[src/common/chan_sync_defs.svh]
/*
  Offsets, field positions, reset values and timing counts for the channel
  divider, output synchronisation and reset controller.
  Assumes inclusion by bare name from the package and the design module.
*/
// What this block does
// RQ1 - each divider delays its output rising edge by whole divider-input edges
// RQ2 - offset comes from a four-bit offset field and one start-level bit
// RQ3 - offset code is sixteen times start-level plus the offset field
// RQ4 - code up to 15 delays by the code in input periods
// RQ5 - code 16 or more delays by code minus 16 plus low count plus one
// RQ6 - new offsets only act after a synchronisation; software must trigger one
// RQ7 - sync holds non-excluded outputs static, then all resume on one edge
// RQ8 - low pulse on the sync pin starts a sync, its release ends it
// RQ9 - setting then clearing soft sync, soft reset or distribution off syncs
// RQ10 - reset pin or power-down pin low then released also syncs outputs
// RQ11 - oscillator calibration raises an internal sync request until it ends
// RQ12 - clocking resumes 14 to 15 input cycles after release, plus one cycle
// RQ13 - sync pin is asynchronous; uncertainty stays within one input cycle
// RQ14 - soft sync set and clear each act only after an update-all write
// RQ15 - start-level and offset set the held level and resume phase
// RQ16 - both outputs of a pair follow their shared divider's sync
// RQ17 - excluded channels keep clocking through sync and are not aligned
// RQ18 - each output has selectable polarity and power-down mode, one protected
// RQ19 - every reset mode restores all registers to defaults, active at once
// RQ20 - power-on loads defaults then performs a synchronisation
// RQ21 - reset pin low restores defaults without waiting for a clock edge
// RQ22 - soft reset bits 2 and 5 set then cleared by software, no update
// RQ23 - divider gives M+1 low and N+1 high cycles, bypass divides by one
// RQ24 - applied soft sync keeps outputs static until its clear is applied
`ifndef CHAN_SYNC_DEFS_SVH
`define CHAN_SYNC_DEFS_SVH

`define ADDR_PORT_CFG 10'h000
`define ADDR_CYC0 10'h190
`define ADDR_PHASE0 10'h191
`define ADDR_CYC1 10'h193
`define ADDR_PHASE1 10'h194
`define ADDR_CYC2 10'h196
`define ADDR_PHASE2 10'h197
`define ADDR_CHOPT0 10'h1A0
`define ADDR_CHOPT1 10'h1A1
`define ADDR_CHOPT2 10'h1A2
`define ADDR_STATUS 10'h1A3
`define ADDR_DIST_SYNC 10'h230
`define ADDR_UPDATE 10'h232

`define BIT_SOFT_RESET 2
`define BIT_SOFT_RESET_MIRROR 5
`define BIT_UPDATE 0
`define BIT_SOFT_SYNC 0
`define BIT_DIST_PD 1

`define RST_PORT_CFG 8'h00
`define RST_CYC 8'h00
`define RST_PHASE 8'h00
`define RST_CHOPT 8'h00
`define RST_DIST_SYNC 8'h00

`define SYNC_COUNT_TICKS 4'hD
`define PHASE_HIGH_CODE 1'b1

`endif

[src/common/chan_sync_pkg.sv]
/*
  Types for the channel divider and synchronisation controller.
  Assumes the constants header sits beside it on the include path.
*/
package chan_sync_pkg;
  `include "chan_sync_defs.svh"

  typedef enum logic [1:0] {
    PD_NORMAL,
    PD_PARTIAL,
    PD_SAFE,
    PD_TOTAL
  } pd_mode_t;

  typedef struct packed {
    logic [3:0] low_cycles;
    logic [3:0] high_cycles;
  } cyc_t;

  typedef struct packed {
    logic bypass;
    logic [1:0] unused;
    logic start_level_bit;
    logic [3:0] phase_offset_field;
  } phase_t;

  typedef struct packed {
    logic unused;
    pd_mode_t pd_b;
    pd_mode_t pd_a;
    logic invert_b;
    logic invert_a;
    logic exclude;
  } chopt_t;

  typedef struct packed {
    logic out_a;
    logic out_b;
    logic on_a;
    logic on_b;
    logic safe_a;
    logic safe_b;
  } pair_out_t;

  typedef struct packed {
    logic [9:0] addr;
    logic wr;
    logic rd;
    logic [7:0] wdata;
  } reg_req_t;

  typedef enum logic [1:0] {
    SY_IDLE,
    SY_HOLD,
    SY_COUNT,
    SY_EXTRA
  } sync_state_t;
endpackage

[src/logic/chan_sync_ctrl.sv]
/*
  Three channel dividers with coarse phase offset, output synchronisation,
  output polarity and power-down selection, and the chip reset modes.
  Assumes a register port fed by the serial control port logic, and clock
  enables div_tick and osc_div_tick marking divider input and oscillator
  divider input edges on clk_sys.
*/
`timescale 1ns/10ps
`default_nettype none
`include "chan_sync_defs.svh"

module chan_sync_ctrl (
  input wire logic clk_sys,
  input wire logic reset,
  input wire logic reset_pin_n,
  input wire logic sync_pin_n,
  input wire logic powerdown_pin_n,
  input wire logic cal_active,
  input wire logic div_tick,
  input wire logic div_clk_lvl,
  input wire logic osc_div_tick,
  input wire logic osc_div_used,
  input wire chan_sync_pkg::reg_req_t reg_req,
  output logic [7:0] reg_rdata,
  output chan_sync_pkg::pair_out_t [2:0] pair_out,
  output logic sync_busy
);
  import chan_sync_pkg::*;

  // applied offset code to delay, in divider input cycles
  function automatic logic [5:0] offset_delay(input phase_t ph,
                                              input cyc_t cy);
    logic [5:0] d;
    d = {2'b00, ph.phase_offset_field}; // RQ3
    if (ph.start_level_bit) begin
      d = d + {2'b00, cy.low_cycles} + 6'h01; // RQ5
    end
    return d; // RQ4
  endfunction

  // level while the offset counts down: high once nothing is left, and for
  // a start-level offset high until only the low phase plus one remains
  function automatic logic lead_level(input phase_t ph, input cyc_t cy,
                                      input logic [5:0] left);
    logic hi;
    hi = `PHASE_HIGH_CODE;
    if (left != 6'h00) begin
      hi = ph.start_level_bit && left > {2'b00, cy.low_cycles} + 6'h01;
    end
    return hi;
  endfunction

  // maps an address to its channel, 3 for none
  function automatic int chan_of(input logic [9:0] a);
    int c;
    c = 3;
    if (a == `ADDR_CYC0 || a == `ADDR_PHASE0 || a == `ADDR_CHOPT0) begin
      c = 0;
    end
    if (a == `ADDR_CYC1 || a == `ADDR_PHASE1 || a == `ADDR_CHOPT1) begin
      c = 1;
    end
    if (a == `ADDR_CYC2 || a == `ADDR_PHASE2 || a == `ADDR_CHOPT2) begin
      c = 2;
    end
    return c;
  endfunction

  logic [2:0] pin_meta_r;
  logic [2:0] pin_sync_r;
  logic reset_pin_s;
  logic sync_pin_s;
  logic pd_pin_s;

  logic [7:0] port_cfg_r;
  cyc_t cyc_s_r [3];
  phase_t phase_s_r [3];
  chopt_t chopt_s_r [3];
  cyc_t cyc_a_r [3];
  phase_t phase_a_r [3];
  chopt_t chopt_a_r [3];
  logic [7:0] dist_s_r;
  logic [7:0] dist_a_r;
  logic soft_reset;
  logic update_hit;

  sync_state_t sync_state_r;
  logic [3:0] sync_cnt_r;
  logic sync_req;
  logic pin_req;
  logic soft_req;
  logic chip_req;
  logic hold;
  logic start_pulse;
  logic extra_tick;

  logic [3:0] div_cnt_r [3];
  logic [5:0] dly_r [3];
  logic [5:0] off_dly [3];
  logic [2:0] lvl_r;
  logic byp_lvl_r;
  logic [7:0] rd_nxt;

  // two flip-flops on every pin; only the second stage is read
  always_ff @(posedge clk_sys) begin
    if (reset) begin
      pin_meta_r <= 3'h7;
      pin_sync_r <= 3'h7;
    end else begin
      pin_meta_r <= {powerdown_pin_n, sync_pin_n, reset_pin_n};
      pin_sync_r <= pin_meta_r; // RQ13
    end
  end

  assign reset_pin_s = pin_sync_r[0];
  assign sync_pin_s = pin_sync_r[1];
  assign pd_pin_s = pin_sync_r[2];

  assign soft_reset = port_cfg_r[`BIT_SOFT_RESET] |
                      port_cfg_r[`BIT_SOFT_RESET_MIRROR]; // RQ22
  assign update_hit = reg_req.wr && reg_req.addr == `ADDR_UPDATE &&
                      reg_req.wdata[`BIT_UPDATE];

  // port config: written directly, no update strobe needed
  always_ff @(posedge clk_sys or negedge reset_pin_n) begin
    if (!reset_pin_n) begin
      port_cfg_r <= `RST_PORT_CFG; // RQ21
    end else if (reset) begin
      port_cfg_r <= `RST_PORT_CFG; // RQ19
    end else if (reg_req.wr && reg_req.addr == `ADDR_PORT_CFG) begin
      port_cfg_r <= reg_req.wdata; // RQ22
    end
  end

  // staged and applied copies; soft reset pins both at defaults while set
  always_ff @(posedge clk_sys or negedge reset_pin_n) begin
    if (!reset_pin_n) begin
      for (int c = 0; c < 3; c++) begin
        cyc_s_r[c] <= `RST_CYC; // RQ21
        phase_s_r[c] <= `RST_PHASE;
        chopt_s_r[c] <= `RST_CHOPT;
        cyc_a_r[c] <= `RST_CYC;
        phase_a_r[c] <= `RST_PHASE;
        chopt_a_r[c] <= `RST_CHOPT;
      end
      dist_s_r <= `RST_DIST_SYNC;
      dist_a_r <= `RST_DIST_SYNC;
    end else if (reset || soft_reset) begin
      for (int c = 0; c < 3; c++) begin
        cyc_s_r[c] <= `RST_CYC; // RQ19
        phase_s_r[c] <= `RST_PHASE;
        chopt_s_r[c] <= `RST_CHOPT;
        cyc_a_r[c] <= `RST_CYC;
        phase_a_r[c] <= `RST_PHASE;
        chopt_a_r[c] <= `RST_CHOPT;
      end
      dist_s_r <= `RST_DIST_SYNC;
      dist_a_r <= `RST_DIST_SYNC;
    end else begin
      if (reg_req.wr && chan_of(reg_req.addr) < 3) begin
        case (reg_req.addr)
          `ADDR_CYC0, `ADDR_CYC1, `ADDR_CYC2: begin
            cyc_s_r[chan_of(reg_req.addr)] <= reg_req.wdata;
          end
          `ADDR_PHASE0, `ADDR_PHASE1, `ADDR_PHASE2: begin
            phase_s_r[chan_of(reg_req.addr)] <= reg_req.wdata; // RQ2
          end
          default: begin
            chopt_s_r[chan_of(reg_req.addr)] <= reg_req.wdata;
          end
        endcase
      end
      if (reg_req.wr && reg_req.addr == `ADDR_DIST_SYNC) begin
        dist_s_r <= reg_req.wdata;
      end
      // soft sync set and clear both wait for this strobe
      if (update_hit) begin
        for (int c = 0; c < 3; c++) begin
          cyc_a_r[c] <= cyc_s_r[c];
          phase_a_r[c] <= phase_s_r[c];
          chopt_a_r[c] <= chopt_s_r[c];
        end
        dist_a_r <= dist_s_r; // RQ14
      end
    end
  end

  // any request source holds the sync; all clear releases it
  // sources are gathered apart so pin, register and chip causes stay visible
  assign pin_req = ~sync_pin_s; // RQ8
  assign soft_req = dist_a_r[`BIT_SOFT_SYNC] | // RQ24
                    dist_a_r[`BIT_DIST_PD] | soft_reset; // RQ9
  assign chip_req = ~reset_pin_s | ~pd_pin_s | // RQ10
                    cal_active; // RQ11
  assign sync_req = pin_req | soft_req | chip_req;
  assign extra_tick = osc_div_used ? osc_div_tick : div_tick;
  assign hold = sync_state_r != SY_IDLE;
  assign start_pulse = sync_state_r == SY_EXTRA && !sync_req && extra_tick;
  assign sync_busy = hold;

  // a request in any counting state restarts the hold, so a late source
  // can never cut a partial sequence short
  // reset enters hold so power-on and reset release both sync the outputs
  always_ff @(posedge clk_sys) begin
    if (reset) begin
      sync_state_r <= SY_HOLD; // RQ20
      sync_cnt_r <= 4'h0;
    end else begin
      case (sync_state_r)
        SY_IDLE: begin
          if (sync_req) begin
            sync_state_r <= SY_HOLD;
          end
        end
        SY_HOLD: begin
          sync_cnt_r <= 4'h0;
          if (!sync_req) begin
            sync_state_r <= SY_COUNT;
          end
        end
        SY_COUNT: begin
          if (sync_req) begin
            sync_state_r <= SY_HOLD;
          end else if (div_tick) begin
            sync_cnt_r <= sync_cnt_r + 4'h1;
            if (sync_cnt_r == `SYNC_COUNT_TICKS) begin
              sync_state_r <= SY_EXTRA; // RQ12
            end
          end
        end
        SY_EXTRA: begin
          if (sync_req) begin
            sync_state_r <= SY_HOLD;
          end else if (extra_tick) begin
            sync_state_r <= SY_IDLE; // RQ12
          end
        end
        default: begin
          sync_state_r <= SY_HOLD;
        end
      endcase
    end
  end

  // one offset per channel; applied values only, so new offsets wait for sync
  always_comb begin
    for (int c = 0; c < 3; c++) begin
      off_dly[c] = offset_delay(phase_a_r[c], cyc_a_r[c]); // RQ6
    end
  end

  // divider state; excluded channels ignore hold and start entirely
  always_ff @(posedge clk_sys) begin
    if (reset) begin
      for (int c = 0; c < 3; c++) begin
        div_cnt_r[c] <= 4'h0;
        dly_r[c] <= 6'h00;
      end
      lvl_r <= 3'h0;
    end else begin
      for (int c = 0; c < 3; c++) begin
        if (hold && !chopt_a_r[c].exclude && !start_pulse) begin // RQ17
          lvl_r[c] <= phase_a_r[c].start_level_bit; // RQ15
          dly_r[c] <= 6'h00; // RQ7
          div_cnt_r[c] <= 4'h0;
        end else if (start_pulse && !chopt_a_r[c].exclude) begin
          dly_r[c] <= off_dly[c]; // RQ7
          div_cnt_r[c] <= 4'h0;
          lvl_r[c] <= lead_level(phase_a_r[c], cyc_a_r[c],
                                 off_dly[c]); // RQ15
        end else if (div_tick) begin
          if (dly_r[c] != 6'h00) begin
            dly_r[c] <= dly_r[c] - 6'h01; // RQ1
            lvl_r[c] <= lead_level(phase_a_r[c], cyc_a_r[c],
                                   dly_r[c] - 6'h01);
          end else if (lvl_r[c]) begin
            if (div_cnt_r[c] == cyc_a_r[c].high_cycles) begin
              lvl_r[c] <= 1'b0; // RQ23
              div_cnt_r[c] <= 4'h0;
            end else begin
              div_cnt_r[c] <= div_cnt_r[c] + 4'h1;
            end
          end else begin
            if (div_cnt_r[c] == cyc_a_r[c].low_cycles) begin
              lvl_r[c] <= 1'b1; // RQ23
              div_cnt_r[c] <= 4'h0;
            end else begin
              div_cnt_r[c] <= div_cnt_r[c] + 4'h1;
            end
          end
        end
      end
    end
  end

  // limitation: bypass skips the offset, only the hold is honoured
  // bypass follows the input clock level one cycle late
  always_ff @(posedge clk_sys) begin
    if (reset) begin
      byp_lvl_r <= 1'b0;
    end else begin
      byp_lvl_r <= div_clk_lvl;
    end
  end

  // both outputs of a pair take the same divider level; the pin power-down
  // always leaves outputs in the protected state
  // distribution off keeps the mode bits; safe only where the mode asks it
  always_ff @(posedge clk_sys) begin
    if (reset) begin
      pair_out <= '0;
    end else begin
      for (int c = 0; c < 3; c++) begin
        logic base;
        logic off_all;
        base = (phase_a_r[c].bypass && !(hold && !chopt_a_r[c].exclude)) ?
               byp_lvl_r : lvl_r[c]; // RQ23
        off_all = dist_a_r[`BIT_DIST_PD] | ~pd_pin_s;
        pair_out[c].out_a <= base ^ chopt_a_r[c].invert_a; // RQ16
        pair_out[c].out_b <= base ^ chopt_a_r[c].invert_b; // RQ18
        pair_out[c].on_a <= !off_all && chopt_a_r[c].pd_a == PD_NORMAL;
        pair_out[c].on_b <= !off_all && chopt_a_r[c].pd_b == PD_NORMAL;
        pair_out[c].safe_a <= ~pd_pin_s ||
          ((off_all || chopt_a_r[c].pd_a != PD_NORMAL) &&
           chopt_a_r[c].pd_a == PD_SAFE); // RQ18
        pair_out[c].safe_b <= ~pd_pin_s ||
          ((off_all || chopt_a_r[c].pd_b != PD_NORMAL) &&
           chopt_a_r[c].pd_b == PD_SAFE);
      end
    end
  end

  // reads return staged values; unmapped and update read as zero
  // status bit 3 mirrors sync_busy so software can poll for completion
  always_comb begin
    rd_nxt = 8'h00;
    case (reg_req.addr)
      `ADDR_PORT_CFG: rd_nxt = port_cfg_r;
      `ADDR_CYC0: rd_nxt = cyc_s_r[0];
      `ADDR_CYC1: rd_nxt = cyc_s_r[1];
      `ADDR_CYC2: rd_nxt = cyc_s_r[2];
      `ADDR_PHASE0: rd_nxt = phase_s_r[0];
      `ADDR_PHASE1: rd_nxt = phase_s_r[1];
      `ADDR_PHASE2: rd_nxt = phase_s_r[2];
      `ADDR_CHOPT0: rd_nxt = chopt_s_r[0];
      `ADDR_CHOPT1: rd_nxt = chopt_s_r[1];
      `ADDR_CHOPT2: rd_nxt = chopt_s_r[2];
      `ADDR_STATUS: rd_nxt = {4'h0, hold, lvl_r};
      `ADDR_DIST_SYNC: rd_nxt = dist_s_r;
      default: rd_nxt = 8'h00;
    endcase
  end

  always_ff @(posedge clk_sys) begin
    if (reset) begin
      reg_rdata <= 8'h00;
    end else if (reg_req.rd) begin
      reg_rdata <= rd_nxt;
    end
  end
endmodule
`default_nettype wire

[config.mk]
export PLATFORM = sky130hd
export DESIGN_NAME = chan_sync_ctrl
export DESIGN_NICKNAME = d
export VERILOG_FILES = /design/src/common/chan_sync_pkg.sv /design/src/logic/chan_sync_ctrl.sv
export VERILOG_INCLUDE_DIRS = /design/src /design/src/common
export SDC_FILE = /design/constraint.sdc
export NUM_CORES = 1
export LEC_CHECK = 0
export BUFFER_PORTS_ARGS = -buffer_cell sky130_fd_sc_hd__buf_2
export CAP_MARGIN = 0
export CORE_MARGIN = 2
export CORE_UTILIZATION = 50
export DETAILED_ROUTE_END_ITERATION = 8
export HOLD_SLACK_MARGIN = 0.15
export PLACE_DENSITY = 0.7
export SLEW_MARGIN = 10
export SYNTH_ARGS = -nofsm -noshare
export SYNTH_HDL_FRONTEND = slang
export SYNTH_SLANG_ARGS = --single-unit
export TNS_END_PERCENT = 5
[constraint.sdc]
create_clock -name clk_sys -period 2.7 [get_ports clk_sys]
set_input_delay 0.405 -clock clk_sys [delete_from_list [all_inputs] [get_ports clk_sys]]
set_output_delay 0.405 -clock clk_sys [all_outputs]
set_load 0.01 [all_outputs]
## Word level (Yosys, flattened, before mapping)

Memory sizes are Yosys's and may differ from the RTL's.
Index checks and enable logic that the tools add are counted.

| cells by class | value |
|---|---|
| add/subtract/negate cells | 16 |
| order comparisons | 13 |
| equality and inequality tests | 36 |
| muxes and demuxes | 247 |
| bitwise gates (word level) | 47 |
| reduce and logical (&&, ||, !) cells | 110 |

Operators by type and width:

| cell | number |
|---|---|
| 2-to-1 mux 32 bit | 12 |
| 2-to-1 mux 24 bit | 13 |
| 2-to-1 mux 1 bit | 162 |
| == test 10 x 9 -> 1 bit (second input constant) | 10 |
| greater-or-equal comparator 32 x 3 -> 1 bit (second input constant) | 3 |
| less-than comparator 32 x 1 -> 1 bit (second input constant) | 3 |
| inverter 32 bit | 3 |
| one-hot mux 8 bit (12 select lines) | 1 |
| 2-to-1 mux 4 bit | 20 |
| bitwise mux 24 bit | 3 |
| 2-to-1 mux 6 bit | 12 |
| 2-to-1 mux 8 bit | 7 |
| nonzero test 6 bit | 9 |
| demux 8 bit (select 2 bit) | 3 |
| 2-to-1 mux 23 bit | 2 |
| logical AND 1 bit | 40 |
| bitwise OR 1 bit | 35 |
| less-than comparator 32 x 3 -> 1 bit (second input constant) | 1 |
| nonzero test 2 bit | 14 |
| == test 4 bit | 6 |
| == test 10 bit (second input constant) | 2 |
| 2-to-1 mux 2 bit | 10 |
| logical OR 1 bit | 19 |
| adder 5 x 1 -> 6 bit (second input constant) | 3 |
| 25 further kinds | 76 |

| storage, ports and cells | value |
|---|---|
| register bits | 195 |
| RAM bits | 30 |
| input port bits | 30 |
| output and inout bits | 27 |
| word-level logic and storage cells | 567 |
| memories | 2 |

Memory list:

| name | depth | width | rd ports | clocked after Yosys merged registers in | wr ports | RTL line | text |
|---|---|---|---|---|---|---|---|
| dly_r | 3 | 6 | 3 | 0 | 3 | chan_sync_ctrl.sv:98 | `logic [5:0] dly_r [3];` |
| div_cnt_r | 3 | 4 | 3 | 0 | 3 | chan_sync_ctrl.sv:97 | `logic [3:0] div_cnt_r [3];` |

## Longest topological paths before layout

| logic depth | value |
|---|---|
| depth in word-level cells | 20 |
| gate-level depth with buffers | 13 |

## Worst setup path before layout

No wires, ideal clock.

| timing path | value |
|---|---|
| path kind | register to register |
| from | mem dly_r[0][0] |
| to | reg lvl_r[0] |
| data arrival time | 2.504 ns |
| data required time | 2.585 ns |
| setup slack | 0.081 ns |
| stages on the path, launching flop included | 12 |
| buffers on the path | 0 |
| period minus slack after synthesis | 2.619 ns |
| cell sequence | edfxtp_1 -> inv_1 -> ha_1 -> nand2_1 -> xor2_1 -> inv_1 -> ha_1 -> and2_0 -> a221oi_1 -> o22ai_1 -> or4_1 -> and3_1 |

RTL lines:

| element | RTL line | text |
|---|---|---|
| start: declaration | chan_sync_ctrl.sv:98 |  |
| end signal: indexed assignment | chan_sync_ctrl.sv:263 | `lvl_r[c] <= phase_a_r[c].start_level_bit;` |
| end signal: indexed assignment | chan_sync_ctrl.sv:269 | `lvl_r[c] <= lead_level(phase_a_r[c], cyc_a_r[c],` |
| end signal: indexed assignment | chan_sync_ctrl.sv:274 | `lvl_r[c] <= lead_level(phase_a_r[c], cyc_a_r[c],` |
| end: declaration | chan_sync_ctrl.sv:100 | `logic [2:0] lvl_r;` |

==> summary.txt <==
Status - finished clean
Worst setup EP type - flop
Ys Warns - 0
Relative slew margins - 0.532
# DRC - 0
DRT Pass-1 Iters - 5
EDFF count, synth - 30
Post-DP HPWL - 22,500 um
Vias in the first global route - 9,918
Placeable Area - 24,200 um^2
Share of cells above drive strength 1 - 0.159
Predominant post-synthesis flop cell - dfrtp_1
Period Utilization, post-route - 0.983
Routability Congestion - 0.901
Leakage - 0.00615 uW
Register area - 5570 um^2
Die H - 161 um
Metal2 WL - 14,600 um
WL per Instance - 18.4 um
DRT iter0 DRCs - 978
CP Class - reg -> reg
Crit Path Max Fanout - 5
Worst EP arrival - 3070 ps
Max-slew violations - 0
Seq/Total Area, Yosys - 0.453
Fin util - 0.590
Crit-path max cell delay - 510 ps
Inst Count DP - 1,690
CP cell instances - inv_2 -> ha_4 -> nand2_1 -> xor2_1 -> inv_1 -> ha_1 -> and2_1 -> a221oi_2 -> o22ai_1 -> or4_1 -> and3_1
First-pass GRT wire length - 52,100 um
Vias - 10,200
Post-synth top area share - 0.311
Clock-pin slew on the worst setup and hold paths - 60 ps
Ant diodes - 0
Met3 WL - 2230 um
Die width - 161 um
Element type at the critical path start - flop
Num ports - 57
Count leader, synth - nand2_1
Synth top cells by count - nand2_1 (207), dfrtp_1 (153), a21oi_1 (134)
Tmin final - 2650 ps
Hold WC Path Type - in -> reg
Top sig layer - met4
Grt ovf - 0
Via/cell ratio - 5.81
Fill cells - 2,117
Worst EP required - 3120 ps
Final antenna-violating net count - 0
Routed WL - 32,200 um
NumNets Final - 1,498
Final setup viols - 0
Multi-input logic area - 6420 um^2
Port Buffers - 56
Met1 Routed Length - 14,500 um
Antenna violations before repair - 0
Cells after synthesis - 1,326
Total chip power - 7530 uW
Die area - 25,900 um^2
Total global-route track usage - 0.249
Worst Skew - 11.4 ps
H-tree levels - 1
Tightest Pin Transition - 702 ps
Max frequency - 377 MHz
Row count - 57
Worst IR Drop VDD - 0.496 mV
Count of different cell masters after synthesis - 79
Final Hold Fails - 0
Crit path max-delay cell type - or4_1
Synth top area cells - dfrtp_1 (31%), edfxtp_1 (7.3%), dfxtp_1 (6.8%)
Synthesized net count - 1,418
Area of the mapped netlist - 12,300 um^2
Max Cap Violations - 0
RSZ-0062 raised after global routing - yes
Initial Util - 0.508
Longest Clk Path Bufs - 3
Layout overhead on the synthesized area - 16.3%
Syn avg cell area - 9.28 um^2
CTS tree - done
Post-synth ARST share - 0.680
Root Driver - clkbuf_16
Num CTS Buffers - 25
Flop and latch count out of synthesis - 225
Skew-Pair Late Insertion Delay - 520 ps
TritonCTS sink count - 225
Largest net degree at the start of global routing - 70
Power per Cell Area - 526 nW/um^2
Synth area leader - dfrtp_1
Final non-filler cell total - 1,749
[flip-flops by register name (all words and copies together), names as in the netlist, 4 cells and up]
register    cells
port_cfg_r      8
sync_cnt_r      4
cyc_a_r        24
phase_a_r      18
cyc_s_r        24
chopt_a_r      21
phase_s_r      24
reg_rdata       8
pair_out       18
chopt_s_r      24
dist_s_r        8
dly_r          18
div_cnt_r      12
[report_power, final]
| group | switching, uW | internal [uW] |
|---|---|---|
| sequential | 34.3 | 3460 |
| combinational | 397 | 221 |
| clock | 1390 | 2020 |
| total | 1820 | 5710 |
[metal layers]
layer,vias to the layer above,GRT usage
li1,4814,-
met5,-,0
met3,64,0.0331
met4,0,0.0735
met2,380,0.385
met1,4909,0.367
[cell type report]
type | count | share of cell area
Multi-Input combinational cell | 977 | 0.449
Sequential cell | 225 | 0.390
Timing Repair Buffer | 126 | 0.0618
Clock buffer | 38 | 0.0527
Tap cell | 324 | 0.0283
Inverter | 51 | 0.0134
Clock inverter | 8 | 0.00533
[per-stage QoR]
step	setup TNS (ps)	setup WS, ps	instance area (um^2)	hold slack [ps]
2_1_floorplan	0	80.9	12300	109
4_1_cts	0	22.2	14100	225
6_report	0	45.0	14300	253
5_1_grt	-94.0	-92.6	14300	233
3_5_place_dp	-5.91	-5.91	13200	396
3_3_place_gp	0	40.0	13200	391
[layout by cell type, fill, tap and decap left out, types with 42 or more instances in the layout]
| cell type | instances |
|---|---|
| a21oi_1 | 131 |
| buf_2 | 55 |
| buf_4 | 61 |
| dfrtp_1 | 150 |
| dfxtp_1 | 42 |
| ha_1 | 52 |
| inv_1 | 47 |
| mux2i_1 | 80 |
| nand2_1 | 207 |
| nand3_1 | 45 |
| nor2_1 | 109 |
[worst max-delay path: cells and delay by family, from the launching register on]
family                   cells  cell delay (ps)
adder cells (fa/ha/maj)      2              500
flip-flops                   1              410
AO/OA/AOI/OAI                2              370
XOR/XNOR                     1              180
AND/OR/NAND/NOR              4              930
buffers and inverters        2              160
[worst paths after layout]
check,start,endpoint,slack (ps),depth (start not counted)
max in group asynchronous,reset_pin_n,cyc_a_r[5],1460,3
hold / removal,reg_req[8],reg_rdata[6],250,2
setup reg to reg,dly_r[0][1],lvl_r[0],50,11
min in group asynchronous,reset_pin_n,chopt_a_r[9],450,2
setup / recovery,dly_r[0][1],lvl_r[0],50,11
hold reg to reg,pin_meta_r[2],pin_sync_r[2],410,1
[cells by family after synthesis]
group	count (synthesis)	share of synthesized area
AOI/OAI and AO/OA	258	0.129
xor gates and xnor gates	59	0.0420
muxes	87	0.0740
DFF	225	0.453
buffers and inverters	124	0.0400
adders and majority gates	62	0.0649
and+or+nand+nor	511	0.197
[what timing repair did]
item,4_1_cts,5_1_grt
buffers inserted,1,8
endpoints found under the hold margin,63,0
resized for setup,1,39
hold buffers,4,0
pin swaps,0,13
endpoints found under the setup margin,1,3
Note: power is estimated with default switching activity, not from simulation.
